## config.mk

```make
export PLATFORM = sky130hd
export DESIGN_NAME = iso_hs_descriptor_engine
export DESIGN_NICKNAME = d
export VERILOG_FILES = /design/src/design/itd_slot_status.v /design/src/design/itd_buf_addr.v /design/src/design/iso_hs_descriptor_engine.v
export VERILOG_INCLUDE_DIRS = /design/src /design/src/design
export SDC_FILE = /design/constraint.sdc
export NUM_CORES = 1
export LEC_CHECK = 0
export BUFFER_PORTS_ARGS = -buffer_cell sky130_fd_sc_hd__buf_2
export CORE_MARGIN = 3
export CORE_UTILIZATION = 50
export CTS_CLUSTER_DIAMETER = 40
export DETAILED_ROUTE_END_ITERATION = 7
export PLACE_DENSITY = 0.65
export SLEW_MARGIN = 20
export SYNTH_ARGS = -nofsm -noshare
export SYNTH_HDL_FRONTEND = slang
export SYNTH_SLANG_ARGS = --single-unit
```

## constraint.sdc

```tcl
create_clock -name clk_in -period 16.9 [get_ports clk_in]
set_input_delay 1.69 -clock clk_in [delete_from_list [all_inputs] [get_ports clk_in]]
set_output_delay 1.69 -clock clk_in [all_outputs]
set_load 0.02 [all_outputs]
```

## src/design/iso_hs_defs.vh

```
// Constants for the high-speed isochronous descriptor engine.
// Included by every design file; definitions only.
`ifndef ISO_HS_DEFS_VH
`define ISO_HS_DEFS_VH

// ----------------------------------------
// Register word indexes (byte address / 4)
// ----------------------------------------
`define REG_CTRL 3'h0
`define REG_DESC_BASE 3'h1
`define REG_UFRAME 3'h2
`define REG_STATUS 3'h3
`define REG_NEXT_LINK 3'h4
`define REG_LAST_SLOT 3'h5
`define CTRL_FOLLOW 0
`define CTRL_START 1
`define ST_BUSY 0
`define ST_LINK_VALID 1
`define ST_TYPE_LO 2
`define ST_SKIP 4
`define ST_IOC_PEND 5
`define UFRAME_HI 2

// ----------------------------------------
// Descriptor layout
// ----------------------------------------
`define DESC_LAST_WORD 4'hF
`define SLOT_WORD0 4'h1
`define PAGE_WORD0 4'h9
`define LINK_ADDR_LSB 5
`define LINK_TYPE_HI 2
`define LINK_TYPE_LO 1
`define LINK_TERM_BIT 0
`define TYPE_ITD 2'h0
`define TYPE_QH 2'h1
`define TYPE_SITD 2'h2
`define TYPE_FSTN 2'h3
`define SLOT_ACTIVE 31
`define SLOT_BUF_ERR 30
`define SLOT_BABBLE 29
`define SLOT_XACT_ERR 28
`define SLOT_LEN_HI 27
`define SLOT_LEN_LO 16
`define SLOT_IOC 15
`define SLOT_PG_HI 14
`define SLOT_PG_LO 12
`define SLOT_OFS_HI 11
`define MAX_PAGE 3'h6
`define PAGE_LSB 12
`define EP_HI 11
`define EP_LO 8
`define DEV_HI 6
`define DIR_BIT 11
`define MPS_HI 10
`define MULT_HI 1
`define MULT_ONE 2'h1

`endif

```

## src/design/itd_slot_status.v

```verilog
// Splits one transaction slot word into its fields and builds its write-back.
// Assumes the status flags are valid while the engine writes the slot back.
`timescale 1ns/1ps
`include "iso_hs_defs.vh"

module itd_slot_status (
   // Slot word and outcome
   input wire [31:0] slot_word_in,
   input wire is_in_in,
   input wire buf_err_in,
   input wire babble_in,
   input wire no_resp_in,
   input wire [11:0] rx_count_in,
   // Decoded fields
   output wire active_out,
   output wire [11:0] length_out,
   output wire ioc_out,
   output wire [2:0] page_select_out,
   output wire [11:0] offset_out,
   output wire [31:0] wback_out
);

   // ----------------------------------------
   // Field decode
   // ----------------------------------------
   assign active_out = slot_word_in[`SLOT_ACTIVE];
   assign length_out = slot_word_in[`SLOT_LEN_HI:`SLOT_LEN_LO];
   assign ioc_out = slot_word_in[`SLOT_IOC];
   assign page_select_out = slot_word_in[`SLOT_PG_HI:`SLOT_PG_LO];
   assign offset_out = slot_word_in[`SLOT_OFS_HI:0];

   // ----------------------------------------
   // Write-back word
   // ----------------------------------------
   // Low half is read-only and copied through untouched
   assign wback_out[`SLOT_ACTIVE] = 1'b0;
   assign wback_out[`SLOT_BUF_ERR] = slot_word_in[`SLOT_BUF_ERR] | buf_err_in;
   assign wback_out[`SLOT_BABBLE] = slot_word_in[`SLOT_BABBLE] | babble_in;
   // Missing response only counts against IN traffic
   assign wback_out[`SLOT_XACT_ERR] = slot_word_in[`SLOT_XACT_ERR] |
      (no_resp_in & is_in_in);
   // OUT keeps the programmed length; IN reports what arrived
   assign wback_out[`SLOT_LEN_HI:`SLOT_LEN_LO] = is_in_in ? rx_count_in :
      slot_word_in[`SLOT_LEN_HI:`SLOT_LEN_LO];
   assign wback_out[`SLOT_IOC:0] = slot_word_in[`SLOT_IOC:0];

endmodule // itd_slot_status

```

## src/design/itd_buf_addr.v

```verilog
// Builds a packet start address from a page pointer, offset and packet step.
// Assumes the caller has already chosen the page pointer word.
`timescale 1ns/1ps
`include "iso_hs_defs.vh"

module itd_buf_addr (
   // Inputs
   input wire [31:0] page_word_in,
   input wire [11:0] offset_in,
   input wire [11:0] step_in,
   // Address
   output wire [31:0] addr_out
);

   // ----------------------------------------
   // Address build
   // ----------------------------------------
   // Offset sits below the page; later packets of a burst may carry into the next page
   wire [31:0] base = {page_word_in[31:`PAGE_LSB], offset_in};
   assign addr_out = base + {20'h00000, step_in};

endmodule // itd_buf_addr

```

## src/design/iso_hs_descriptor_engine.v

```verilog
// High-speed isochronous descriptor engine: fetches, runs and retires one slot.
// Assumes a word memory port acked one word at a time and a same-clock link layer.
`timescale 1ns/1ps
`include "iso_hs_defs.vh"

module iso_hs_descriptor_engine (
   // Clock and reset
   input wire clk_in,
   input wire rst_in,
   // Register bus
   input wire [4:0] avs_address_in,
   input wire avs_read_in,
   input wire avs_write_in,
   input wire [31:0] avs_writedata_in,
   input wire [3:0] avs_byteenable_in,
   output reg [31:0] avs_readdata_out,
   output reg avs_waitrequest_out,
   // Descriptor memory port
   output reg mem_req_out,
   output reg mem_we_out,
   output reg [31:0] mem_addr_out,
   output reg [31:0] mem_wdata_out,
   input wire mem_ack_in,
   input wire [31:0] mem_rdata_in,
   // Transaction request to the link layer
   output reg xact_start_out,
   output reg xact_dir_in_out,
   output reg [31:0] xact_addr_out,
   output reg [11:0] xact_len_out,
   output reg [3:0] xact_endpoint_out,
   output reg [6:0] xact_dev_addr_out,
   output reg [10:0] xact_max_pkt_out,
   // Transaction outcome
   input wire xact_done_in,
   input wire [11:0] xact_count_in,
   input wire xact_babble_in,
   input wire xact_buf_err_in,
   input wire xact_no_resp_in,
   // Interrupt threshold and completion event
   input wire irq_threshold_in,
   output reg ioc_out
);

   localparam S_IDLE = 3'h0;
   localparam S_FETCH = 3'h1;
   localparam S_DECODE = 3'h2;
   localparam S_ISSUE = 3'h3;
   localparam S_WAIT = 3'h4;
   localparam S_WBACK = 3'h5;
   localparam S_FOLLOW = 3'h6;
   // Byte-lane merge shared by every writable register
   function [31:0] be_merge;
      input [31:0] old;
      input [31:0] wdata;
      input [3:0] be;
      integer i;
      begin
         be_merge = old;
         for (i = 0; i < 4; i = i + 1) begin
            if (be[i]) begin
               be_merge[i*8 +: 8] = wdata[i*8 +: 8];
            end
         end
      end
   endfunction
   // Smaller of remaining bytes and one packet
   function [11:0] pkt_len;
      input [11:0] remain;
      input [10:0] mps;
      begin
         pkt_len = (remain > {1'b0, mps}) ? {1'b0, mps} : remain;
      end
   endfunction

   // ----------------------------------------
   // State
   // ----------------------------------------
   reg [2:0] state;
   reg [31:0] desc_word [0:15];
   reg [3:0] word_idx;
   reg [26:0] desc_base;
   reg follow_en;
   reg [2:0] uframe;
   reg [2:0] slot;
   reg [1:0] pkt_idx;
   reg [11:0] step;
   reg [11:0] remain;
   reg [11:0] rx_total;
   reg acc_buf_err;
   reg acc_babble;
   reg acc_no_resp;
   reg slot_skipped;
   reg ioc_pend;
   reg [31:0] last_slot;
   wire [31:0] link_word = desc_word[0];
   wire link_valid = ~link_word[`LINK_TERM_BIT];
   wire [1:0] link_type = link_word[`LINK_TYPE_HI:`LINK_TYPE_LO];
   wire [31:0] link_addr = {link_word[31:`LINK_ADDR_LSB], 5'h00};
   wire busy = (state != S_IDLE);
   // ----------------------------------------
   // Slot and endpoint decode
   // ----------------------------------------
   wire [3:0] slot_word_idx = `SLOT_WORD0 + {1'b0, slot};
   wire [31:0] slot_word = desc_word[slot_word_idx];
   wire [31:0] page0 = desc_word[`PAGE_WORD0];
   wire [31:0] page1 = desc_word[`PAGE_WORD0 + 4'h1];
   wire [31:0] page2 = desc_word[`PAGE_WORD0 + 4'h2];
   wire is_in = page1[`DIR_BIT];
   wire [10:0] mps = page1[`MPS_HI:0];
   wire [1:0] mult_code = page2[`MULT_HI:0];
   // Reserved code 00 is run as a single transaction
   wire [1:0] mult = (mult_code == 2'h0) ? `MULT_ONE : mult_code;
   wire s_ioc;
   wire [2:0] s_pg;
   wire [11:0] s_ofs;
   wire [31:0] s_wback;
   // Out-of-range page select is clamped to the last pointer
   wire [2:0] pg_eff = (s_pg > `MAX_PAGE) ? `MAX_PAGE : s_pg;
   wire [31:0] page_sel = desc_word[`PAGE_WORD0 + {1'b0, pg_eff}];
   wire [31:0] pkt_addr;

   itd_slot_status u_slot (
      .slot_word_in(slot_word),
      .is_in_in(is_in),
      .buf_err_in(acc_buf_err),
      .babble_in(acc_babble),
      .no_resp_in(acc_no_resp),
      .rx_count_in(rx_total),
      .active_out(),
      .length_out(),
      .ioc_out(s_ioc),
      .page_select_out(s_pg),
      .offset_out(s_ofs),
      .wback_out(s_wback)
   );
   itd_buf_addr u_addr (
      .page_word_in(page_sel),
      .offset_in(s_ofs),
      .step_in(step),
      .addr_out(pkt_addr)
   );

   // ----------------------------------------
   // Register bus slave
   // ----------------------------------------
   // One wait cycle per access keeps read data registered
   wire bus_req = avs_read_in | avs_write_in;
   wire bus_take = bus_req & ~avs_waitrequest_out;
   wire [2:0] reg_idx = avs_address_in[4:2];
   wire [31:0] ctrl_word = {30'h0, 1'b0, follow_en};
   wire [31:0] new_ctrl = be_merge(ctrl_word, avs_writedata_in, avs_byteenable_in);
   wire [31:0] new_base = be_merge({desc_base, 5'h00}, avs_writedata_in, avs_byteenable_in);
   wire [31:0] new_ufr = be_merge({29'h0, uframe}, avs_writedata_in, avs_byteenable_in);
   wire start_req = bus_take & avs_write_in & (reg_idx == `REG_CTRL) &
      new_ctrl[`CTRL_START];
   wire [31:0] status_word = {26'h0, ioc_pend, slot_skipped, link_type, link_valid, busy};
   reg [31:0] next_readdata;
   // Read mux; unmapped words read as zero
   always @* begin
      case (reg_idx)
         `REG_CTRL: next_readdata = ctrl_word;
         `REG_DESC_BASE: next_readdata = {desc_base, 5'h00};
         `REG_UFRAME: next_readdata = {29'h0, uframe};
         `REG_STATUS: next_readdata = status_word;
         `REG_NEXT_LINK: next_readdata = link_addr;
         `REG_LAST_SLOT: next_readdata = last_slot;
         default: next_readdata = 32'h00000000;
      endcase
   end
   // Handshake and register writes
   always @(posedge clk_in) begin
      if (rst_in) begin
         avs_waitrequest_out <= 1'b1;
         avs_readdata_out <= 32'h00000000;
         follow_en <= 1'b0;
         uframe <= 3'h0;
      end else begin
         avs_waitrequest_out <= ~(bus_req & avs_waitrequest_out);
         if (bus_req & avs_waitrequest_out) begin
            avs_readdata_out <= avs_read_in ? next_readdata : 32'h00000000;
         end
         if (bus_take & avs_write_in) begin
            case (reg_idx)
               `REG_CTRL: follow_en <= new_ctrl[`CTRL_FOLLOW];
               `REG_UFRAME: uframe <= new_ufr[`UFRAME_HI:0];
               default: follow_en <= follow_en;
            endcase
         end
      end
   end
   // ----------------------------------------
   // Descriptor engine
   // ----------------------------------------
   wire [31:0] desc_addr = {desc_base, 5'h00};
   wire [11:0] rx_sum = rx_total + xact_count_in;
   wire last_pkt = ({1'b0, pkt_idx} + 3'h1 >= {1'b0, mult}) ||
      (is_in ? (xact_count_in < {1'b0, mps}) : (remain <= {1'b0, mps}));
   always @(posedge clk_in) begin
      if (rst_in) begin
         state <= S_IDLE;
         word_idx <= 4'h0;
         desc_base <= 27'h0;
         desc_word[0] <= 32'h00000000; // Status reads a valid iTD link, not unknowns
         slot <= 3'h0;
         pkt_idx <= 2'h0;
         step <= 12'h000;
         remain <= 12'h000;
         rx_total <= 12'h000;
         acc_buf_err <= 1'b0;
         acc_babble <= 1'b0;
         acc_no_resp <= 1'b0;
         slot_skipped <= 1'b0;
         last_slot <= 32'h00000000;
         mem_req_out <= 1'b0;
         mem_we_out <= 1'b0;
         mem_addr_out <= 32'h00000000;
         mem_wdata_out <= 32'h00000000;
         xact_start_out <= 1'b0;
         xact_dir_in_out <= 1'b0;
         xact_addr_out <= 32'h00000000;
         xact_len_out <= 12'h000;
         xact_endpoint_out <= 4'h0;
         xact_dev_addr_out <= 7'h00;
         xact_max_pkt_out <= 11'h000;
      end else begin
         xact_start_out <= 1'b0;
         case (state)
            S_IDLE: begin
               // Base may only be written over the bus while idle
               if (bus_take & avs_write_in & (reg_idx == `REG_DESC_BASE)) begin
                  desc_base <= new_base[31:`LINK_ADDR_LSB];
               end
               if (start_req) begin
                  word_idx <= 4'h0;
                  state <= S_FETCH;
               end
            end
            S_FETCH: begin
               // Request dropped for a cycle after every ack
               if (mem_req_out & mem_ack_in) begin
                  mem_req_out <= 1'b0;
                  desc_word[word_idx] <= mem_rdata_in;
                  if (word_idx == `DESC_LAST_WORD) begin
                     state <= S_DECODE;
                  end else begin
                     word_idx <= word_idx + 4'h1;
                  end
               end else if (!mem_req_out) begin
                  mem_req_out <= 1'b1;
                  mem_we_out <= 1'b0;
                  mem_addr_out <= desc_addr + {26'h0, word_idx, 2'h0};
               end
            end
            S_DECODE: begin
               slot <= uframe;
               state <= S_ISSUE;
               pkt_idx <= 2'h0;
               step <= 12'h000;
               rx_total <= 12'h000;
               acc_buf_err <= 1'b0;
               acc_babble <= 1'b0;
               acc_no_resp <= 1'b0;
               slot_skipped <= 1'b0;
               if (!desc_word[`SLOT_WORD0 + {1'b0, uframe}][`SLOT_ACTIVE]) begin
                  slot_skipped <= 1'b1;
                  state <= S_FOLLOW;
               end else begin
                  remain <= desc_word[`SLOT_WORD0 + {1'b0, uframe}]
                     [`SLOT_LEN_HI:`SLOT_LEN_LO];
               end
            end
            S_ISSUE: begin
               // Slot fields joined with the endpoint fields of pages 0 and 1
               xact_start_out <= 1'b1;
               xact_addr_out <= pkt_addr;
               xact_dir_in_out <= is_in;
               xact_len_out <= is_in ? {1'b0, mps} : pkt_len(remain, mps);
               xact_endpoint_out <= page0[`EP_HI:`EP_LO];
               xact_dev_addr_out <= page0[`DEV_HI:0];
               xact_max_pkt_out <= mps;
               state <= S_WAIT;
            end
            S_WAIT: begin
               if (xact_done_in) begin
                  rx_total <= rx_sum;
                  acc_buf_err <= acc_buf_err | xact_buf_err_in;
                  // More than one packet's worth on IN is babble
                  acc_babble <= acc_babble | xact_babble_in |
                     (is_in & (xact_count_in > {1'b0, mps}));
                  acc_no_resp <= acc_no_resp | xact_no_resp_in;
                  remain <= remain - pkt_len(remain, mps);
                  step <= step + {1'b0, mps};
                  pkt_idx <= pkt_idx + 2'h1;
                  state <= last_pkt ? S_WBACK : S_ISSUE;
               end
            end
            S_WBACK: begin
               if (mem_req_out & mem_ack_in) begin
                  mem_req_out <= 1'b0;
                  mem_we_out <= 1'b0;
                  last_slot <= s_wback;
                  desc_word[slot_word_idx] <= s_wback;
                  state <= S_FOLLOW;
               end else if (!mem_req_out) begin
                  mem_req_out <= 1'b1;
                  mem_we_out <= 1'b1;
                  mem_addr_out <= desc_addr + {26'h0, slot_word_idx, 2'h0};
                  mem_wdata_out <= s_wback;
               end
            end
            S_FOLLOW: begin
               // Only an iTD is processed here; other types are left to the walker
               if (follow_en & link_valid & (link_type == `TYPE_ITD)) begin
                  desc_base <= link_addr[31:`LINK_ADDR_LSB];
                  word_idx <= 4'h0;
                  state <= S_FETCH;
               end else begin
                  state <= S_IDLE;
               end
            end
            default: state <= S_IDLE;
         endcase
      end
   end

   // ----------------------------------------
   // Completion interrupt
   // ----------------------------------------
   // A completion in the threshold cycle stays pending for the next one
   wire ioc_set = (state == S_WBACK) & mem_req_out & mem_ack_in & s_ioc;
   always @(posedge clk_in) begin
      if (rst_in) begin
         ioc_pend <= 1'b0;
         ioc_out <= 1'b0;
      end else begin
         ioc_out <= irq_threshold_in & ioc_pend;
         if (ioc_set) begin
            ioc_pend <= 1'b1;
         end else if (irq_threshold_in) begin
            ioc_pend <= 1'b0;
         end
      end
   end
endmodule // iso_hs_descriptor_engine

```

# == Yosys cells after proc, flatten, opt, wreduce, memory -nomap -nowiden ==
# Memory sizes are Yosys's and may differ from the RTL's. A register that Yosys moved wholly into a read port is not among the register bits.
# Index checks and enable logic that the tools add are counted.
# totals
out_inout_bits,168
mem_count,1
ram_bits,512
mem_bits_ro,0
latchBits,0
regBits,271
# op_classes
eq_ne,30
bitwise_logic,28
n_reduce_logical,28
mux,75
n_addsub,12
multipliers,0
n_div,0
shift,0
magnitude_cmp,6
# memory_table
name,depth,word_bits,rd,rd_clocked_by_memory_dff,write_ports,line,source
desc_word,16,32,7,1,1,iso_hs_descriptor_engine.v:79,reg [31:0] desc_word [0:15];
# op_table
op,n
$mux W32,7
$pmux W32 S6,1
$mux W12,7
$pmux W12 S2,3
$add A32 B6 Y32,2
$pmux W32 S2,1
$reduce_or A32 Y1,2
$mux W27,2
$pmux W27 S2,1
$ne A2 B2 Y1 const B,17
$add A32 B12 Y32,1
$mux W8,4
$mux W1,25
$gt A12 B11 Y1,2
$mux W3,8
$mux W4,6
$pmux W3 S7,1
$reduce_and A4 Y1,5
$and A1 B1 Y1,15
$eq A3 B3 Y1 const B,5
$reduce_and A5 Y1,3
$add A12 B11 Y12,1
$add A12 B12 Y12,1
$eq A3 B2 Y1 const B,4
other kinds (27),55

# == Depth between registers and ports, before layout ==
# Gate-level depths: netlist of run 1.
# logic_depth
ltp_word,8
depth_mapped,23
depth_no_buf,19

# == Modules after synthesis ==
# Synthesis of run 1 repeated with hierarchy kept, for this count alone.
# hier_totals
cells_unflattened,2927
area_unflattened_um2,36991.7
# by_module_without_submodules
mod,instances,cells_per_inst,area_each_um2,seq_area_each_um2
iso_hs_descriptor_engine,1,2742,35524.1,21020.2
itd_buf_addr,1,122,917.1,0.0
itd_slot_status,1,63,550.5,0.0

# == Worst setup path before layout of run 1 ==
# Ideal clock, no wire load.
# synth_path
kind,register -> register
start,reg slot[1]
end,reg xact_addr_out[26]
t_arrival_ns,5.464
setup_ns,0.122
period_less_slack_ns,5.586
path_stages_with_launch,23
path_buffers,4
slack_ns,11.314
cell_sequence,dfxtp_1 ha_1 buf_2 buf_1 clkbuf_1 buf_1 mux4_2 nand2_1 a31oi_1 ha_1 inv_1 fa_1 nor2b_1 o21ai_0 a21boi_0 o21ai_0 o211ai_1 nand3_1 o22ai_2 nor3b_1 nand4_1 nor3b_1 a311o_1
# synth_rtl
item,line,source
"start, declared",iso_hs_descriptor_engine.v:84,reg [2:0] slot;
"start signal, assigned",iso_hs_descriptor_engine.v:255,slot <= uframe;
$add A1 B3 Y4 (no source line),n/a,
$mem_v2 Z16 W32,n/a,
named net s_ofs[0],iso_hs_descriptor_engine.v:115,wire [11:0] s_ofs;
$add A32 B12 Y32,itd_buf_addr.v:20,"assign addr_out = base + {20'h00000, step_in};"
"end signal, assigned",iso_hs_descriptor_engine.v:275,xact_addr_out <= pkt_addr;
"end, declared",iso_hs_descriptor_engine.v:28,"output reg [31:0] xact_addr_out,"
# The timed path passes the listed nets, and every way through them passes these cells.
# A chain may end at the register's enable or synchronous reset.

# == Final worst setup path of run 1 ==
# layout_path
start,reg slot[0]
end,reg xact_addr_out[26]
# layout_between
elab_chain_cells,7
# layout_lines
item,line,source
$add A1 B3 Y4 (no source line) *,n/a,
$mem_v2 Z16 W32,n/a,
$gt A3 B3 Y1 (no source line),n/a,
$mux W3,iso_hs_descriptor_engine.v:118,wire [2:0] pg_eff = (s_pg > `MAX_PAGE) ? `MAX_PAGE : s_pg;
$add A4 B3 Y4 (no source line),n/a,
$mem_v2 Z16 W32,n/a,
$add A32 B12 Y32 *,itd_buf_addr.v:20,
# Every way passes the cells marked *; elsewhere a longest branch is shown, timed or not.

==> metrics.md, run 1 <==
| Metric | Value |
|---|---|
| Status | `finished clean` |
| Placed cells | `4161` |
| Final Critical Period | `8070 ps` |
| # IOs | `263` |
| Max Transition Viols Final | `0` |
| Layout Utilization | `0.598` |
| Post-synth top area cell | `edfxtp_1` |
| FFs w/ async S/R, synth | `0` |
| Worst reg2reg endpoint | `xact_addr_out[26]$_SDFFE_PP0P_` |
| DRC viols | `0` |
| Routability Congestion | `0.907` |
| PnR worst setup slack | `8830 ps` |
| Die area | `around 74000 sq um` |
| Crit end category | `flip-flop` |
| Worst EP arrival | `8620 ps` |
| Worst endpoint required time | `17440 ps` |
| Yosys Warn Count | `0` |
| Top cells by instance count after synthesis | `477 x edfxtp_1, 377 x nor2_1, 370 x nand2_1, 280 x dfxtp_1, 245 x a21oi_1` |
| CTS resizes | `0` |
| Combinational share of power | `0.038` |
| Worst Path Max Fanout | `48` |
| Chip width | `273 microns` |
| Top-area cell type share of the netlist area | `0.403` |
| Worst R2R Path Depth | `19` |
| Clk root buf | `clkbuf_16` |
| HP Class | `flip-flop to flip-flop` |
| Final non-filler cell total | `between 4000 and 5000` |
| Worst-skew pair later-pin latency | `680 ps` |
| Slew headroom | `0.228` |
| Clk sinks | `about 760` |
| Top-count cell post-synth | `edfxtp_1` |
| Worst R2R Start | `slot[0]$_SDFFE_PP0P_` |
| Worst setup SP type | `flip-flop` |
| Drt wl/cell | `27.0 microns` |
| Internal power | `0.00354 W` |
| Fmax | `124 MHz` |
| Period Utilization, post-route | `0.478` |
| Post-cts hold buffer count | `0` |
| Worst slew pin tran | `1150 ps` |
| GRT Total Usage | `0.315` |
| Syn avg cell area | `11.5 sq um` |
| TritonCTS clock tree | `built` |
| Share of post-route cells with drive strength above 1 | `0.222` |
| Part of the Yosys area used for sequential elements | `0.561` |
| Post-route ant nets | `0` |
| Syn Inst Count | `3095` |
| Leakage power | `14.7 nW` |
| Power per Cell Area | `110 nW/um^2` |
| Design Power | `0.00462 W` |
| Row cnt | `between 90 and 100` |
| Final setup viols | `0` |
| Dpl hpwl | `81.7 mm` |
| Setup TNS | `0 ps` |
| Initial antenna violation count | `0` |
| DRT Pass-1 Iters | `8` |
| Clk buf depth | `3` |
| Core Area | `70300 sq um` |
| Synth area leaders | `edfxtp_1 40%, dfxtp_1 16%, mux4_2 8.0%` |
| Number of global-route vias before repair | `26700` |
| P&R area growth vs syn | `18.3%` |
| Number of port buffers | `255` |
| Nets | `3512` |
| DR vias | `27500` |
| Seq cells post-synth | `757` |
| Max_cap viols | `0` |
| First-pass GRT wire length | `between 150 and 200 mm` |
| Hold Crit Start | `last_slot[20]$_SDFFE_PP0P_` |
| 1st-iter DRT viols | `3018` |
| Remaining Overflow, GRT | `0` |
| RSZ-0062 raised after global routing | `false` |
| Setup WS pre-CTS | `8450 ps` |
| Die height | `~270 microns` |
| Clock slew at reported path FFs | `about 50 ps` |
| Sw power | `0.00108 W` |
| Largest net degree at the start of global routing | `96` |
| Critical path class | `flip-flop to flip-flop` |
| Post-synth EDFFs | `477` |
| H-tree levels | `3` |
| Clock skew | `33.6 ps` |
| Worst hold stages | `1` |
| # fillers | `approximately 5600` |
| Top_reg_cell synth | `edfxtp_1` |
| Cts bufs inserted | `117` |
| Sink of the worst hold path | `last_slot[20]$_SDFFE_PP0P_` |
| Clock power share | `0.530` |
| Total wire length | `119 mm` |
| Initial Utilization | `0.506` |
| Detailed-route vias per instance | `about 6.3` |
| Post-synthesis instance area | `around 36000 sq um` |
| Switching part of the total | `0.234` |
| Sequential share of power | `0.431` |
| Worst vdd ir | `0.0722 mV` |
| Setup Fix Bufs, Post-CTS | `0` |
| Reg2reg setup slack | `around 8800 ps` |
| Final hold vios | `0` |
| Synth unique cells | `90` |
[metal layers]
| metal | share of wire | wire (microns) | track usage | up-vias |
|---|---|---|---|---|
| met4 | 0.050 | 5940 | 0.152 | 0 |
| met2 | 0.46 | 54600 | 0.491 | 1475 |
| met3 | 0.095 | 11300 | 0.0624 | 281 |
| met5 | 0 | 0 | 0 | - |
| li1 | - | - | - | 12100 |
| met1 | 0.39 | 46800 | 0.425 | 13700 |
[layout by cell type, fill, tap and decap left out, drive strengths merged, types with 12 or more instances in the layout]
cell type / instances
nand3: 89
nand2: 373
nor3: 26
ha: 72
nor2b: 21
o21bai: 14
clkinv: 37
clkinvlp: 12
a21oi: 245
buf: 326
a22oi: 32
a311oi: 30
clkbuf: 136
xor2: 24
nand2b: 30
mux2: 36
o21ai: 80
a21o: 50
a211oi: 87
edfxtp: 477
mux2i: 88
a31oi: 23
inv: 84
dfxtp: 280
xnor2: 39
nor2: 377
mux4: 129
o211ai: 14
and3: 22
[cell families after synthesis]
group                      after synthesis  synth area share
and+or+nand+nor                       1004             0.123
xor gates and xnor gates                63            0.0157
muxes                                  253             0.118
DFF                                    757             0.561
other                                    1          0.000106
adders and majority gates               77            0.0282
buffers and inverters                  260            0.0287
AOI/OAI and AO/OA                      680             0.125
[through the flow]
step	hold WS [ps]	cell area, sq um
after floorplan	418	35500
after global placement	430	37900
after detailed placement	435	38000
after CTS	449	42000
after global routing	465	42000
final	450	42000
[worst max-delay path by stage]
stage                               from                              to  slack, ps  cells after the start
CTS                 slot[0]$_SDFFE_PP0P_  xact_addr_out[26]$_SDFFE_PP0P_       8450                     19
global route        slot[0]$_SDFFE_PP0P_  xact_addr_out[26]$_SDFFE_PP0P_       8280                     19
global placement    slot[0]$_SDFFE_PP0P_  xact_addr_out[26]$_SDFFE_PP0P_       8670                     19
finish              slot[0]$_SDFFE_PP0P_  xact_addr_out[26]$_SDFFE_PP0P_       8830                     19
floorplan           slot[1]$_SDFFE_PP0P_  xact_addr_out[26]$_SDFFE_PP0P_      11310                     22
detailed placement  slot[0]$_SDFFE_PP0P_  xact_addr_out[26]$_SDFFE_PP0P_       8450                     19
[power by group through the flow]
stage | combinational (W) | clock [W] | sequential, W
after detailed placement | 0.000174 | 0 | 0.00203
after floorplan | 0.0000907 | 0 | 0.00204
after CTS | 0.000174 | 0.00247 | 0.00199
after global routing | 0.000190 | 0.00257 | 0.00199
after global placement | 0.000172 | 0 | 0.00203
final | 0.000176 | 0.00245 | 0.00199
[sequential cells by signal (all words and copies together) (netlist names), 2 cells and up]
register           count
slot                   3
mem_addr_out          30
desc_base             27
pkt_idx                2
xact_addr_out         32
xact_len_out          12
mem_wdata_out         31
desc_word            477
state                  3
remain                12
rx_total              12
xact_endpoint_out      4
xact_dev_addr_out      7
last_slot             31
xact_max_pkt_out      11
uframe                 3
step                  12
avs_readdata_out      32
word_idx               4
[critical path, stage by stage (launching register included)]
cell	delay, ps
dfxtp_2	310
buf_4	500
ha_4	710
buf_4	790
mux4_2	420
o21ai_1	330
o22a_1	210
buf_4	350
nand2_8	170
inv_6	280
ha_2	620
o21ai_1	270
nand2_1	420
buf_4	400
mux4_2	360
mux2i_1	770
nor2_1	380
nand4_1	250
nor2_1	70
a311o_1	260
[layout make-up]
cell class | count | area [sq um] | share of cell area
clock buffers | 136 | 3150 | 0.0748
inverters | 58 | 223 | 0.00530
repair buffers | 326 | 1820 | 0.0432
diodes | 4 | 10.0 | 0.000238
well taps | 940 | 1180 | 0.0280
clock inverters | 85 | 908 | 0.0216
flip-flops and latches | 757 | 19900 | 0.474
multi-input cells | 2080 | 14800 | 0.353
(Power assumes the default switching activity.)
==> inputs of run 2 (changes only) <==
--- a/config.mk
+++ b/config.mk
@@ -11,7 +11,7 @@
 export CORE_UTILIZATION = 50
 export CTS_CLUSTER_DIAMETER = 40
 export DETAILED_ROUTE_END_ITERATION = 7
-export PLACE_DENSITY = 0.65
+export PLACE_DENSITY = 0.68
 export SLEW_MARGIN = 20
 export SYNTH_ARGS = -nofsm -noshare
 export SYNTH_HDL_FRONTEND = slang
==> constraint.sdc (replaced) <==
create_clock -name clk_in -period 7.2 [get_ports clk_in]
set_input_delay 0.72 -clock clk_in [delete_from_list [all_inputs] [get_ports clk_in]]
set_output_delay 0.72 -clock clk_in [all_outputs]
set_load 0.02 [all_outputs]
==> run 2 against run 1 <==
The run now ends with design-rule violations left. Maximum frequency grew 27%. Total power grew 120%. Global-route usage shrank 0.67 points. Die area is the same. Critical endpoint unchanged. Largest power group unchanged.
==> metrics.md, run 2 (synthesis gave the netlist of run 1 again) <==
| Metric | Value |
|---|---|
| Clk buf depth | `3 (unchanged)` |
| Remaining Overflow, GRT | `0 (unchanged)` |
| Routability Congestion | `0.918 (+1.2%)` |
| GRT Total Usage | `0.308 (-0.00671)` |
| Nets | `3505 (-0.20%)` |
| Max_cap viols | `0 (unchanged)` |
| Final non-filler cell total | `4367 (-0.43%)` |
| Clock skew | `28.6 ps (-5.00 ps)` |
| WHS | `325 ps (-125 ps)` |
| Final setup viols | `0 (unchanged)` |
| HP Class | `input port to flip-flop` |
| PnR worst setup slack | `827 ps (-8000 ps)` |
| Initial antenna violation count | `8 (+8)` |
| Commonest non-fill, non-tap cell in the layout | `edfxtp_1` |
| 1st-iter DRT viols | `3187 (+5.6%)` |
| # fillers | `5619 (-0.34%)` |
| Max Transition Viols Final | `0 (unchanged)` |
| CTS resizes | `0 (unchanged)` |
| Clk sinks | `757 (unchanged)` |
| Die area | `74300 sq um (unchanged)` |
| Die height | `273 microns (unchanged)` |
| Crit end category | `flip-flop` |
| Placed cells | `4165 (+0.096%)` |
| Reg with most FFs | `desc_word` |
| Share of post-route cells with drive strength above 1 | `0.217 (-0.00474)` |
| Worst Path Max Fanout | `40 (-17%)` |
| Slew headroom | `0.238 (+0.0106)` |
| Setup TNS | `0 ps (unchanged)` |
| Worst EP arrival | `6900 ps (-1720 ps)` |
| Worst-skew pair later-pin latency | `670 ps (about the same)` |
| Clock slew at reported path FFs | `60 ps (about the same)` |
| Setup Fix Bufs, Post-CTS | `0 (unchanged)` |
| Final Critical Period | `6370 ps (-1700 ps)` |
| Worst slew pin tran | `1140 ps (-10.6 ps)` |
| Clk root buf | `clkbuf_16` |
| Design Power | `0.0103 W (+120%)` |
| # IOs | `263 (unchanged)` |
| Post-route ant nets | `0 (unchanged)` |
| TritonCTS clock tree | `built` |
| Fmax | `157 MHz (+27%)` |
| Worst setup SP type | `flip-flop` |
| Status | `finished with violations` |
| Row cnt | `97 (unchanged)` |
| DR vias | `27500 (+0.069%)` |
| Post-cts hold buffer count | `0 (unchanged)` |
| Number of port buffers | `255 (unchanged)` |
| Most frequent cells in the layout | `477 x edfxtp_1, 369 x nand2_1, 358 x nor2_1` |
| Worst vdd ir | `0.177 mV (+140%)` |
| First-pass GRT wire length | `171 mm (-1.6%)` |
| DRC viols | `3 (+3)` |
| Chip width | `273 microns (unchanged)` |
| Power per Cell Area | `248 nW/um^2 (+130%)` |
| Setup WS pre-CTS | `875 ps (-7570 ps)` |
| Largest register FFs | `477 (unchanged)` |
| Dpl hpwl | `81.4 mm (-0.39%)` |
| Core Area | `70300 sq um (unchanged)` |
| H-tree levels | `3 (unchanged)` |
| RSZ-0062 raised after global routing | `false` |
| Worst endpoint required time | `7730 ps (-9710 ps)` |
| Total wire length | `116 mm (-1.8%)` |
| Cts bufs inserted | `106 (-9.4%)` |
| Initial Utilization | `0.506 (unchanged)` |
| DRT Pass-1 Iters | `8 (unchanged)` |
| Detailed-route vias per instance | `6.31 (+0.50%)` |
| Number of global-route vias before repair | `26500 (-0.72%)` |
| Violated checks | `design-rule violations` |
| Period Utilization, post-route | `0.885 (+0.407)` |
| P&R area growth vs syn | `17.1%` |
| Final hold vios | `0 (unchanged)` |
| Largest net degree at the start of global routing | `86 (-10%)` |
| Leakage power | `14.5 nW (-1.3%)` |
| Drt wl/cell | `26.7 microns (-1.4%)` |
| Critical path class | `flip-flop to flip-flop` |
| Top flop regs | `desc_word (477), avs_readdata_out (32), xact_addr_out (32)` |
==> run 2: per-stage QoR <==
stage / util / cell area, sq um
global placement: 0.540 / 38000
CTS: 0.592 / 41600
finish: 0.592 / 41600
global route: 0.592 / 41600
detailed placement: 0.540 / 38000
floorplan: - / 35500
==> run 2: path summary, 6_finish.rpt <==
path | startpoint | endpoint | slack, ps | cells after the start
setup / recovery | slot[1]$_SDFFE_PP0P_ | xact_addr_out[26]$_SDFFE_PP0P_ | 830 | 15
hold / removal | avs_writedata_in[2] | uframe[2]$_SDFFE_PP0P_ | 330 | 3
setup reg to reg | slot[1]$_SDFFE_PP0P_ | xact_addr_out[26]$_SDFFE_PP0P_ | 830 | 15
hold reg to reg | last_slot[10]$_SDFFE_PP0P_ | last_slot[10]$_SDFFE_PP0P_ | 440 | 2
==> run 2: critical path: stages, from the launching register on <==
cell and delay (ps):
dfxtp_1 410, ha_4 770, mux4_2 460, a221oi_4 490, nand2_4 280, nand2_8 230, inv_6 150, ha_1 280
or3_1 460, nand2_1 640, mux4_2 400, mux2i_1 720, nor2_1 360, nand4_1 240, nor2_1 70, a311o_1 260
==> run 2: where the power goes <==
| group | total, W | internal [W] | switching, W |
|---|---|---|---|
| Clock | 0.00525 | 0.00315 | 0.00210 |
| Combinational | 0.000410 | 0.000137 | 0.000274 |
| Sequential | 0.00467 | 0.00462 | 0.0000581 |
==> run 2: layer usage <==
layer / vias to the layer above / GRT usage / wire (microns)
met2: 1537 / 0.491 / 54500
met3: 274 / 0.0716 / 12500
met1: 13700 / 0.400 / 43600
li1: 12000 / - / -
met4: 6 / 0.148 / 5750
met5: - / 0 / 34
==> run 2: final cells by class <==
type	instances	area, sq um	area share
Sequential cell	757	19900	0.479
Multi-Input combinational cell	2080	14800	0.356
Clock buffer	122	2800	0.0672
Timing Repair Buffer	330	1850	0.0444
Tap cell	940	1180	0.0283
Clock inverter	78	826	0.0198
Inverter	58	223	0.00535
Antenna cell	2	5.00	0.000120
